--- config.mk ---
export PLATFORM = sky130hd
export DESIGN_NAME = lin_trim_clamp
export DESIGN_NICKNAME = d
export VERILOG_FILES = /design/src/lin_clamp_pkg.sv /design/src/lin_trim_clamp.sv /design/src/sample_fifo.sv
export SDC_FILE = /design/constraint.sdc
export NUM_CORES = 2
export LEC_CHECK = 0
export ABC_AREA = 1
export BUFFER_PORTS_ARGS = -buffer_cell sky130_fd_sc_hd__buf_2
export CORE_MARGIN = 5
export CORE_UTILIZATION = 36
export CTS_BUF_LIST = sky130_fd_sc_hd__clkbuf_8
export DETAILED_ROUTE_END_ITERATION = 8
export GPL_TIMING_DRIVEN = 0
export HOLD_SLACK_MARGIN = 0.12
export MAX_ROUTING_LAYER = met4
export PLACE_DENSITY = 0.59
export SLEW_MARGIN = 15
export SYNTH_ARGS = -nofsm -noshare
export SYNTH_HDL_FRONTEND = slang
export SYNTH_SLANG_ARGS = --single-unit
--- constraint.sdc ---
create_clock -name core_clk -period 35.6 [get_ports core_clk]
set_input_delay 5.34 -clock core_clk [delete_from_list [all_inputs] [get_ports core_clk]]
set_output_delay 5.34 -clock core_clk [all_outputs]
set_load 0.05 [all_outputs]
--- src/lin_clamp_pkg.sv ---
/*
  Constants, register map and carrier types of the table, trim and clamp path.
  Assumes a single 10 MHz core clock and configuration written by a local port.
*/
package lin_clamp_pkg;

  // register map (word addresses on the configuration port)
  localparam logic [4:0]  ADDR_LIMITS   = 5'h08;
  localparam logic [4:0]  ADDR_TABLE0   = 5'h0a;
  localparam logic [4:0]  ADDR_TAIL     = 5'h12;
  localparam logic [4:0]  ADDR_POST     = 5'h13;
  localparam int          TABLE_REGS    = 9;
  localparam int          NUM_POINTS    = 17;

  // field positions
  localparam int          FIELD_HI_LSB  = 12;
  localparam int          ENABLE_BIT    = 12;
  localparam int          BIN_BIT       = 13;
  localparam int          OUT_INV_BIT   = 14;
  localparam int          IN_INV_BIT    = 15;
  localparam logic [23:0] TAIL_MASK     = 24'h00ffff;

  // values after reset
  localparam logic [23:0] LIMITS_RST    = 24'h000fff;
  localparam logic [23:0] TABLE_RST     = 24'h000000;
  localparam logic [23:0] POST_RST      = 24'h000000;

  // sample timing
  localparam int          CLK_HZ        = 10_000_000;
  localparam int          SAMPLE_HZ     = 16_000;
  localparam int          TICK_CYCLES   = CLK_HZ / SAMPLE_HZ;
  localparam logic [9:0]  TICK_LAST     = 10'(TICK_CYCLES - 1);

  // table levels and limits
  localparam logic signed [13:0] Y_FIRST    = -14'sd2048;
  localparam logic signed [13:0] Y_LAST     = 14'sd2048;
  localparam logic signed [13:0] BIN_BELOW  = -14'sd3072;
  localparam logic signed [23:0] EXTRAP_MIN = -24'sd2304;
  localparam logic signed [23:0] EXTRAP_MAX = 24'sd2304;
  localparam int                 Y_STEP_SH  = 8;
  localparam logic [4:0]         CNT_ABOVE  = 5'd17;
  localparam logic [4:0]         SEG_LAST   = 5'd15;

  // post-table trim and conversion
  localparam logic signed [13:0] GAIN_ONE   = 14'sd2048;
  localparam int                 GAIN_SH    = 11;
  localparam logic signed [27:0] POST_MIN   = -28'sd2048;
  localparam logic signed [27:0] POST_MAX   = 28'sd2047;
  localparam logic [11:0]        UNSIGN_OFS = 12'h800;

  // divider
  localparam int          DIV_BITS      = 21;
  localparam logic [4:0]  DIV_LAST      = 5'(DIV_BITS - 1);

  // output buffer
  localparam int          SAMPLE_W      = 12;
  localparam int          FIFO_DEPTH    = 4;

  typedef struct packed {
    logic        en;
    logic [4:0]  addr;
    logic [23:0] data;
  } cfg_write_t;

  typedef enum logic [1:0] {st_idle, st_div, st_post} path_state_t;

endpackage

--- src/lin_trim_clamp.sv ---
/*
  Table lookup (interpolating or binning), post-table gain and offset,
  signed to unsigned conversion and clamp, one result per 16 kHz tick.
  Assumes synchronous inputs, a compensated sample held by the upstream
  stage and an encoder that drains the output FIFO.
*/
module lin_trim_clamp
  import lin_clamp_pkg::*;
(
  input  wire logic                core_clk,
  input  wire logic                sys_rst,
  input  wire logic                clk_en,
  input  wire logic signed [12:0]  sample_in,
  input  wire cfg_write_t          cfg_wr,
  input  wire logic        [4:0]   cfg_rd_addr,
  output logic             [23:0]  cfg_rd_data,
  output logic                     out_valid,
  input  wire logic                out_ready,
  output logic             [11:0]  out_data
);

  // configuration registers
  logic [23:0] limits_reg, limits_next;
  logic [23:0] post_reg,   post_next;
  logic [23:0] table_reg [TABLE_REGS];
  logic [23:0] table_next [TABLE_REGS];
  logic [23:0] rd_data_reg, rd_data_next;

  always_comb begin
    limits_next  = limits_reg;
    post_next    = post_reg;
    table_next   = table_reg;
    rd_data_next = 24'h000000;
    if (cfg_wr.en) begin
      if (cfg_wr.addr == ADDR_LIMITS) begin
        limits_next = cfg_wr.data;
      end
      if (cfg_wr.addr == ADDR_POST) begin
        post_next = cfg_wr.data;
      end
      for (int k = 0; k < TABLE_REGS; k++) begin
        if (cfg_wr.addr == ADDR_TABLE0 + 5'(k)) begin
          table_next[k] = (k == TABLE_REGS - 1) ? (cfg_wr.data & TAIL_MASK) : cfg_wr.data;
        end
      end
    end
    if (cfg_rd_addr == ADDR_LIMITS) begin
      rd_data_next = limits_reg;
    end
    if (cfg_rd_addr == ADDR_POST) begin
      rd_data_next = post_reg;
    end
    for (int k = 0; k < TABLE_REGS; k++) begin
      if (cfg_rd_addr == ADDR_TABLE0 + 5'(k)) begin
        rd_data_next = table_reg[k];
      end
    end
  end

  always_ff @(posedge core_clk or posedge sys_rst) begin
    if (sys_rst) begin
      limits_reg  <= LIMITS_RST;
      post_reg    <= POST_RST;
      rd_data_reg <= 24'h000000;
      for (int k = 0; k < TABLE_REGS; k++) begin
        table_reg[k] <= TABLE_RST;
      end
    end else if (clk_en) begin
      limits_reg  <= limits_next;
      post_reg    <= post_next;
      rd_data_reg <= rd_data_next;
      table_reg   <= table_next;
    end
  end

  assign cfg_rd_data = rd_data_reg;

  // control fields
  logic        tbl_en;
  logic        bin_en;
  logic        out_inv;
  logic        in_inv;
  logic [11:0] clamp_hi;
  logic [11:0] clamp_lo;

  assign tbl_en   = table_reg[TABLE_REGS-1][ENABLE_BIT];
  assign bin_en   = table_reg[TABLE_REGS-1][BIN_BIT];
  assign out_inv  = table_reg[TABLE_REGS-1][OUT_INV_BIT];
  assign in_inv   = table_reg[TABLE_REGS-1][IN_INV_BIT];
  assign clamp_hi = limits_reg[11:0];
  assign clamp_lo = limits_reg[FIELD_HI_LSB +: 12];

  // thresholds and comparators
  logic signed [12:0]    x_eff;
  logic signed [11:0]    thr [NUM_POINTS];
  logic [NUM_POINTS-1:0] ge;

  always_comb begin
    x_eff = sample_in;
    if (in_inv) begin
      x_eff = (sample_in == -13'sd4096) ? 13'sd4095 : -sample_in;
    end
  end

  for (genvar i = 0; i < NUM_POINTS; i++) begin : g_point
    assign thr[i] = table_reg[i/2][(i%2)*FIELD_HI_LSB +: 12];
    assign ge[i]  = (x_eff >= 13'(thr[i]));
  end

  // sample tick
  logic [9:0] tick_cnt_reg, tick_cnt_next;
  logic       tick;

  assign tick = (tick_cnt_reg == TICK_LAST);

  always_comb begin
    tick_cnt_next = tick ? 10'h000 : tick_cnt_reg + 10'h001;
  end

  // datapath state
  path_state_t        state_reg, state_next;
  logic signed [13:0] y3_reg, y3_next;
  logic signed [13:0] ybase_reg, ybase_next;
  logic [20:0]        quo_reg, quo_next;
  logic [13:0]        rem_reg, rem_next;
  logic [12:0]        den_reg, den_next;
  logic [4:0]         div_cnt_reg, div_cnt_next;
  logic               neg_reg, neg_next;
  logic               extrap_reg, extrap_next;
  logic [11:0]        word_reg, word_next;
  logic               pending_reg, pending_next;
  logic               fifo_ready;

  logic [4:0]         cnt;
  logic [4:0]         seg;
  logic signed [13:0] diff;
  logic [13:0]        diff_mag;
  logic signed [12:0] den_s;
  logic [13:0]        rem_sh;
  logic [20:0]        q_val;
  logic signed [23:0] y_sum;
  logic signed [13:0] y3_o;
  logic signed [13:0] factor;
  logic signed [27:0] prod;
  logic signed [27:0] post_val;
  logic [11:0]        y5;

  always_comb begin
    state_next   = state_reg;
    y3_next      = y3_reg;
    ybase_next   = ybase_reg;
    quo_next     = quo_reg;
    rem_next     = rem_reg;
    den_next     = den_reg;
    div_cnt_next = div_cnt_reg;
    neg_next     = neg_reg;
    extrap_next  = extrap_reg;
    word_next    = word_reg;
    pending_next = pending_reg && !fifo_ready;
    cnt          = 5'd0;
    for (int i = 0; i < NUM_POINTS; i++) begin
      cnt = cnt + 5'(ge[i]);
    end
    seg      = (cnt == 5'd0) ? 5'd0 : ((cnt == CNT_ABOVE) ? SEG_LAST : cnt - 5'd1);
    diff     = 14'(x_eff) - 14'(thr[seg]);
    diff_mag = diff[13] ? 14'(-diff) : 14'(diff);
    den_s    = 13'(thr[seg + 5'd1]) - 13'(thr[seg]);
    rem_sh   = {rem_reg[12:0], quo_reg[20]};
    q_val    = 21'h000000;
    y_sum    = 24'sd0;
    y3_o     = (tbl_en && out_inv) ? -y3_reg : y3_reg;
    factor   = GAIN_ONE + 14'(signed'(post_reg[11:0]));
    prod     = 28'(y3_o) * 28'(factor);
    post_val = (prod >>> GAIN_SH) + 28'(signed'(post_reg[FIELD_HI_LSB +: 12]));
    y5       = 12'h000;
    case (state_reg)
      st_idle: begin
        if (tick && !pending_reg) begin
          if (!tbl_en) begin
            y3_next    = 14'(sample_in);
            state_next = st_post;
          end else if (bin_en) begin
            if (cnt == 5'd0) begin
              y3_next = BIN_BELOW;
            end else begin
              y3_next = Y_FIRST + 14'({cnt - 5'd1, 8'h00});
            end
            state_next = st_post;
          end else begin
            ybase_next   = Y_FIRST + 14'({seg, 8'h00});
            neg_next     = diff[13];
            extrap_next  = (cnt == 5'd0) || (cnt == CNT_ABOVE);
            quo_next     = {diff_mag[12:0], 8'h00};
            rem_next     = 14'h0000;
            den_next     = den_s;
            div_cnt_next = 5'd0;
            state_next   = st_div;
          end
        end
      end
      st_div: begin
        if (rem_sh >= {1'b0, den_reg}) begin
          rem_next = rem_sh - {1'b0, den_reg};
          quo_next = {quo_reg[19:0], 1'b1};
        end else begin
          rem_next = rem_sh;
          quo_next = {quo_reg[19:0], 1'b0};
        end
        div_cnt_next = div_cnt_reg + 5'd1;
        if (div_cnt_reg == DIV_LAST) begin
          q_val = (den_reg == 13'h0000) ? 21'h000000 : quo_next;
          y_sum = neg_reg ? 24'(ybase_reg) - 24'(q_val) : 24'(ybase_reg) + 24'(q_val);
          if (y_sum < EXTRAP_MIN) begin
            y3_next = 14'(EXTRAP_MIN);
          end else if (y_sum > EXTRAP_MAX) begin
            y3_next = 14'(EXTRAP_MAX);
          end else begin
            y3_next = 14'(y_sum);
          end
          state_next = st_post;
        end
      end
      st_post: begin
        if (post_val > POST_MAX) begin
          y5 = 12'(POST_MAX) ^ UNSIGN_OFS;
        end else if (post_val < POST_MIN) begin
          y5 = 12'(POST_MIN) ^ UNSIGN_OFS;
        end else begin
          y5 = 12'(post_val) ^ UNSIGN_OFS;
        end
        if (y5 > clamp_hi) begin
          word_next = clamp_hi;
        end else if (y5 < clamp_lo) begin
          word_next = clamp_lo;
        end else begin
          word_next = y5;
        end
        pending_next = 1'b1;
        state_next   = st_idle;
      end
      default: begin
        state_next = st_idle;
      end
    endcase
  end

  always_ff @(posedge core_clk or posedge sys_rst) begin
    if (sys_rst) begin
      tick_cnt_reg <= 10'h000;
      state_reg    <= st_idle;
      y3_reg       <= 14'sd0;
      ybase_reg    <= 14'sd0;
      quo_reg      <= 21'h000000;
      rem_reg      <= 14'h0000;
      den_reg      <= 13'h0000;
      div_cnt_reg  <= 5'd0;
      neg_reg      <= 1'b0;
      extrap_reg   <= 1'b0;
      word_reg     <= 12'h000;
      pending_reg  <= 1'b0;
    end else if (clk_en) begin
      tick_cnt_reg <= tick_cnt_next;
      state_reg    <= state_next;
      y3_reg       <= y3_next;
      ybase_reg    <= ybase_next;
      quo_reg      <= quo_next;
      rem_reg      <= rem_next;
      den_reg      <= den_next;
      div_cnt_reg  <= div_cnt_next;
      neg_reg      <= neg_next;
      extrap_reg   <= extrap_next;
      word_reg     <= word_next;
      pending_reg  <= pending_next;
    end
  end

  // finished words toward the encoder
  sample_fifo #(
    .WIDTH (SAMPLE_W),
    .DEPTH (FIFO_DEPTH)
  ) u_fifo (
    .core_clk  (core_clk),
    .sys_rst   (sys_rst),
    .clk_en    (clk_en),
    .in_valid  (pending_reg),
    .in_ready  (fifo_ready),
    .in_data   (word_reg),
    .out_valid (out_valid),
    .out_ready (out_ready),
    .out_data  (out_data)
  );

  // checks
  logic start;
  assign start = clk_en && tick && !pending_reg && (state_reg == st_idle);

  chk_tick_gap: assert property (
    @(posedge core_clk) disable iff (sys_rst || !clk_en)
    tick |=> !tick [*8])
    else $error("sample ticks too close");

  chk_bin_level: assert property (
    @(posedge core_clk) disable iff (sys_rst || !clk_en)
    start && tbl_en && bin_en && (cnt != 5'd0)
    |=> (y3_reg == Y_FIRST + 14'({$past(cnt) - 5'd1, 8'h00})) && (state_reg == st_post))
    else $error("binning level wrong");

  chk_bin_ends: assert property (
    @(posedge core_clk) disable iff (sys_rst || !clk_en)
    start && tbl_en && bin_en && ((cnt == 5'd0) || (cnt == CNT_ABOVE))
    |=> (y3_reg == BIN_BELOW) || (y3_reg == Y_LAST))
    else $error("binning end level wrong");

  chk_bypass_fwd: assert property (
    @(posedge core_clk) disable iff (sys_rst || !clk_en)
    start && !tbl_en |=> (y3_reg == 14'($past(sample_in))) && (state_reg == st_post))
    else $error("bypass did not forward sample");

  chk_div_span: assert property (
    @(posedge core_clk) disable iff (sys_rst || !clk_en)
    (state_reg != st_div) ##1 (state_reg == st_div) |-> ##21 (state_reg == st_post))
    else $error("interpolation time wrong");

  chk_interp_seg: assert property (
    @(posedge core_clk) disable iff (sys_rst || !clk_en)
    (state_reg == st_div) ##1 ((state_reg == st_post) && !extrap_reg)
    |-> (y3_reg >= ybase_reg) && (y3_reg <= ybase_reg + 14'sd256))
    else $error("interpolated value left its segment");

  chk_extrap_lim: assert property (
    @(posedge core_clk) disable iff (sys_rst || !clk_en)
    (state_reg == st_div) ##1 (state_reg == st_post)
    |-> (24'(y3_reg) >= EXTRAP_MIN) && (24'(y3_reg) <= EXTRAP_MAX))
    else $error("extrapolation beyond limit");

  chk_clamp_range: assert property (
    @(posedge core_clk) disable iff (sys_rst || !clk_en)
    (state_reg == st_post) && (clamp_lo <= clamp_hi) && !cfg_wr.en
    |=> (word_reg <= clamp_hi) && (word_reg >= clamp_lo) && pending_reg)
    else $error("result outside clamp limits");

  chk_post_done: assert property (
    @(posedge core_clk) disable iff (sys_rst || !clk_en)
    (state_reg == st_post) |=> (state_reg == st_idle) ##[0:624] $fell(pending_reg) or out_ready == 1'b0)
    else $error("post stage did not finish");

  cov_bin: cover property (@(posedge core_clk) disable iff (sys_rst) start && tbl_en && bin_en);
  cov_lin: cover property (@(posedge core_clk) disable iff (sys_rst) (state_reg == st_div) ##1 (state_reg == st_post));
  cov_bypass: cover property (@(posedge core_clk) disable iff (sys_rst) start && !tbl_en);
  cov_clamp_hi: cover property (@(posedge core_clk) disable iff (sys_rst) (state_reg == st_post) && (y5 > clamp_hi));

endmodule

--- src/sample_fifo.sv ---
/*
  Small synchronous FIFO with valid/ready on both sides.
  Assumes DEPTH is a power of two and one clock with a freeze enable.
*/
module sample_fifo
  import lin_clamp_pkg::*;
#(
  parameter int WIDTH = 12,
  parameter int DEPTH = 4
) (
  input  wire logic             core_clk,
  input  wire logic             sys_rst,
  input  wire logic             clk_en,
  input  wire logic             in_valid,
  output logic                  in_ready,
  input  wire logic [WIDTH-1:0] in_data,
  output logic                  out_valid,
  input  wire logic             out_ready,
  output logic      [WIDTH-1:0] out_data
);
  localparam int AW = $clog2(DEPTH);

  logic [WIDTH-1:0] mem_reg [DEPTH];
  logic [AW-1:0]    wr_ptr_reg, wr_ptr_next;
  logic [AW-1:0]    rd_ptr_reg, rd_ptr_next;
  logic [AW:0]      count_reg, count_next;
  logic             push;
  logic             pop;

  assign in_ready  = (count_reg != (AW+1)'(DEPTH));
  assign out_valid = (count_reg != '0);
  assign out_data  = mem_reg[rd_ptr_reg];
  assign push      = in_valid && in_ready;
  assign pop       = out_valid && out_ready;

  always_comb begin
    wr_ptr_next = wr_ptr_reg;
    rd_ptr_next = rd_ptr_reg;
    count_next  = count_reg;
    if (push) begin
      wr_ptr_next = wr_ptr_reg + 1'b1;
    end
    if (pop) begin
      rd_ptr_next = rd_ptr_reg + 1'b1;
    end
    if (push && !pop) begin
      count_next = count_reg + 1'b1;
    end else if (pop && !push) begin
      count_next = count_reg - 1'b1;
    end
  end

  always_ff @(posedge core_clk or posedge sys_rst) begin
    if (sys_rst) begin
      wr_ptr_reg <= '0;
      rd_ptr_reg <= '0;
      count_reg  <= '0;
    end else if (clk_en) begin
      wr_ptr_reg <= wr_ptr_next;
      rd_ptr_reg <= rd_ptr_next;
      count_reg  <= count_next;
    end
  end

  for (genvar e = 0; e < DEPTH; e++) begin : g_entry
    always_ff @(posedge core_clk or posedge sys_rst) begin
      if (sys_rst) begin
        mem_reg[e] <= '0;
      end else if (clk_en && push && (wr_ptr_reg == AW'(e))) begin
        mem_reg[e] <= in_data;
      end
    end
  end

endmodule

==> summary.txt <==
Timing
  • Number of failing hold endpoints at the final stage: 0
  • Crit share post-route: 0.602
  • FMAX: about 47 MHz
  • Setup TNS: 0 ns
  • Least-Margin Pin Slew: around 1.5 ns
  • Worst slew margin: -0.00513
  • Final setup vio count: 0
  • Slew Limit Fails: 1
  • Worst clock skew: ~0.046 ns
  • Post-route minimum period: roughly 21 ns
  • Unrepaired setup endpoints after global routing: no

Drt
  • DRC: 0
  • Wire per inst: ~27 um
  • Avg Vias per Cell: 5.67
  • Routed Wire Length: about 200 mm
  • Drt first-iter violations: about 4600
  • DR pass1 iterations: 6
  • Vias: between 40000 and 50000
  • Routed Antenna Nets: 0

Setup path
  • Top cell by count, worst path: inv_1
  • Slowest Stage Delay on Critical Path: about 0.70 ns
  • Crit path launch type: primary input
  • Crit path DAT: about 22 ns
  • Max FO, Critical Path: 10
  • CP Data Required Time: between 30 and 40 ns
  • Slowest-stage cell, CP: clkbuf_1
  • Critical path class: primary input to register
  • Type of destination of the critical path: register

Yosys
  • Synth area leaders: dfrtp_1, ha_1, nand2_1, fa_1, o21ai_0
  • Top post-synthesis cells by count: nand2_1, inv_1, o21ai_0
  • Mapped Cells: 5519
  • Synthesized net count: ~6200
  • Ys async rst share: 1.00
  • Yosys top cell area share: 0.258
  • Most common cell in the synthesized netlist: nand2_1
  • Yosys warns: 0
  • Post-synth EDFFs: 0
  • Sequential share of the synthesized area: 0.266
  • Area leader, netlist: dfrtp_1
  • Post-synth top flop: dfrtp_1
  • Post-Syn Area: ~41000 um^2
  • Seq cells post-synth: approximately 430
  • Syn Area/Cell: ~7.4 um^2
  • Netlist cell types: roughly 70

Clock network
  • CTS tree: built
  • Root buffer cell: clkbuf_8
  • Post-CTS sizing: 0
  • CTS Buffer Depth: 3
  • Hold-fix buffers at CTS: 0
  • Setup bufs post-CTS: 0
  • CTS HTree Levels: 3
  • CTS Buf Count: 85
  • Worst-skew pair later-pin latency: approximately 0.76 ns
  • CTS clock-pin slew for the worst setup and hold paths: about 0.060 ns
  • CTS sink count: about 430

Run
  • Max-Cap Viols: 1

Die
  • Die area: 120000 um^2
  • Core area: 113000 um^2
  • Die X: roughly 350 um
  • Initial Util: 0.362
  • FP Rows: 123
  • Die H: between 300 and 400 um
  • I/O pins: between 80 and 90

Cells and area
  • Layout area overhead: 11.9%
  • Max reg flops: approximately 210
  • Proportion of layout cells with a drive suffix above 1: 0.0713
  • Layout Nets: 6361

Outcome
  • Violated checks: capacitance limit, slew limit
  • Status: finished with violations

Global routing
  • GRT Residual Overflow: 0
  • Vias in the first global route: between 30000 and 40000
  • GRT Util Overall: 0.325
  • Initial antenna violation count: 18
  • Largest net degree at the start of global routing: approximately 110
  • First-pass GRT wire length: about 280 mm

Place
  • Number of I/O port buffers: just under 90
  • Gp weighted congestion: 1.04
  • Dpl hpwl: 155 mm

Min path
  • Hold Crit Class: register to register
==> cell families (layout without fill, tap and decap cells) <==
kind of cell	Yosys count	in the layout	share of synthesized area
AND/OR/NAND/NOR	1903	1903	0.197
AO/OA/AOI/OAI	1399	1399	0.199
buffers and inverters	1090	1351	0.102
adder cells (fa/ha/maj)	595	595	0.215
flip-flops	433	433	0.266
XOR/XNOR	99	99	0.0218
other	0	8	0
==> worst paths after layout <==
| kind | startpoint | endpoint | slack, ns | cells after the start |
|---|---|---|---|---|
| max | sample_in[0] | den_reg[11] | 14.16 | 75 |
| min | cfg_rd_data[22] | cfg_rd_data[22] | 0.48 | 2 |
| max reg2reg | in_inv | den_reg[11] | 19.62 | 64 |
| min reg2reg | cfg_rd_data[22] | cfg_rd_data[22] | 0.48 | 2 |
| max in group asynchronous | sys_rst | u_fifo.mem_reg[28] | 29.54 | 4 |
| min in group asynchronous | sys_rst | rem_reg[2] | 4.72 | 2 |
==> worst max-delay path, delay by kind of cell <==
| kind | cells | cell delay (ns) |
|---|---|---|
| AOI/OAI and AO/OA | 20 | 3.61 |
| and+or+nand+nor | 22 | 3.87 |
| buffers and inverters | 21 | 4.46 |
| xor gates and xnor gates | 1 | 0.19 |
| adders and majority gates | 11 | 4.46 |
==> routing by layer <==
metal,up-vias,share of wire,track usage
met5,-,0,-
met4,0,0.041,0.109
met3,344,0.099,0.0811
met2,1909,0.42,0.471
met1,20200,0.44,0.444
li1,18800,-,-
==> metrics by stage <==
stage          instance area, um^2  hold slack [ns]  cells  setup slack [ns]  utilization
4_1_cts                      45700            0.479   7280             14.70        0.405
2_1_floorplan                40800            0.448   5519             18.22            -
3_3_place_gp                 43200            0.460   7107             11.99        0.383
5_1_grt                      45700            0.497   7285             13.17        0.405
3_5_place_dp                 43800            0.463   7127             13.92        0.388
6_report                     45700            0.477   7288             14.16        0.406
==> cell type report <==
type | instances | area [um^2]
clock inverters | 46 | 442
fillers | 11900 | 67000
inverters | 861 | 3240
flip-flops and latches | 433 | 10900
plain buffers | 229 | 930
clock buffers | 107 | 1470
multi-input cells | 3996 | 25900
well taps | 1500 | 1880
repair buffers | 108 | 926
diodes | 8 | 20.0
==> placed cells by master, fill, tap and decap left out, drive strengths merged, types with 73 or more instances in the layout <==
cell       n
nand2   1010
inv      878
o21ai    723
nor2     515
dfrtp    421
ha       415
clkbuf   312
a21oi    301
nand3    208
fa       180
buf      132
o211ai    78
xor2      73
Power is not shown: default switching activity piles up to over one toggle a cycle in this logic, so the estimate is an artifact.
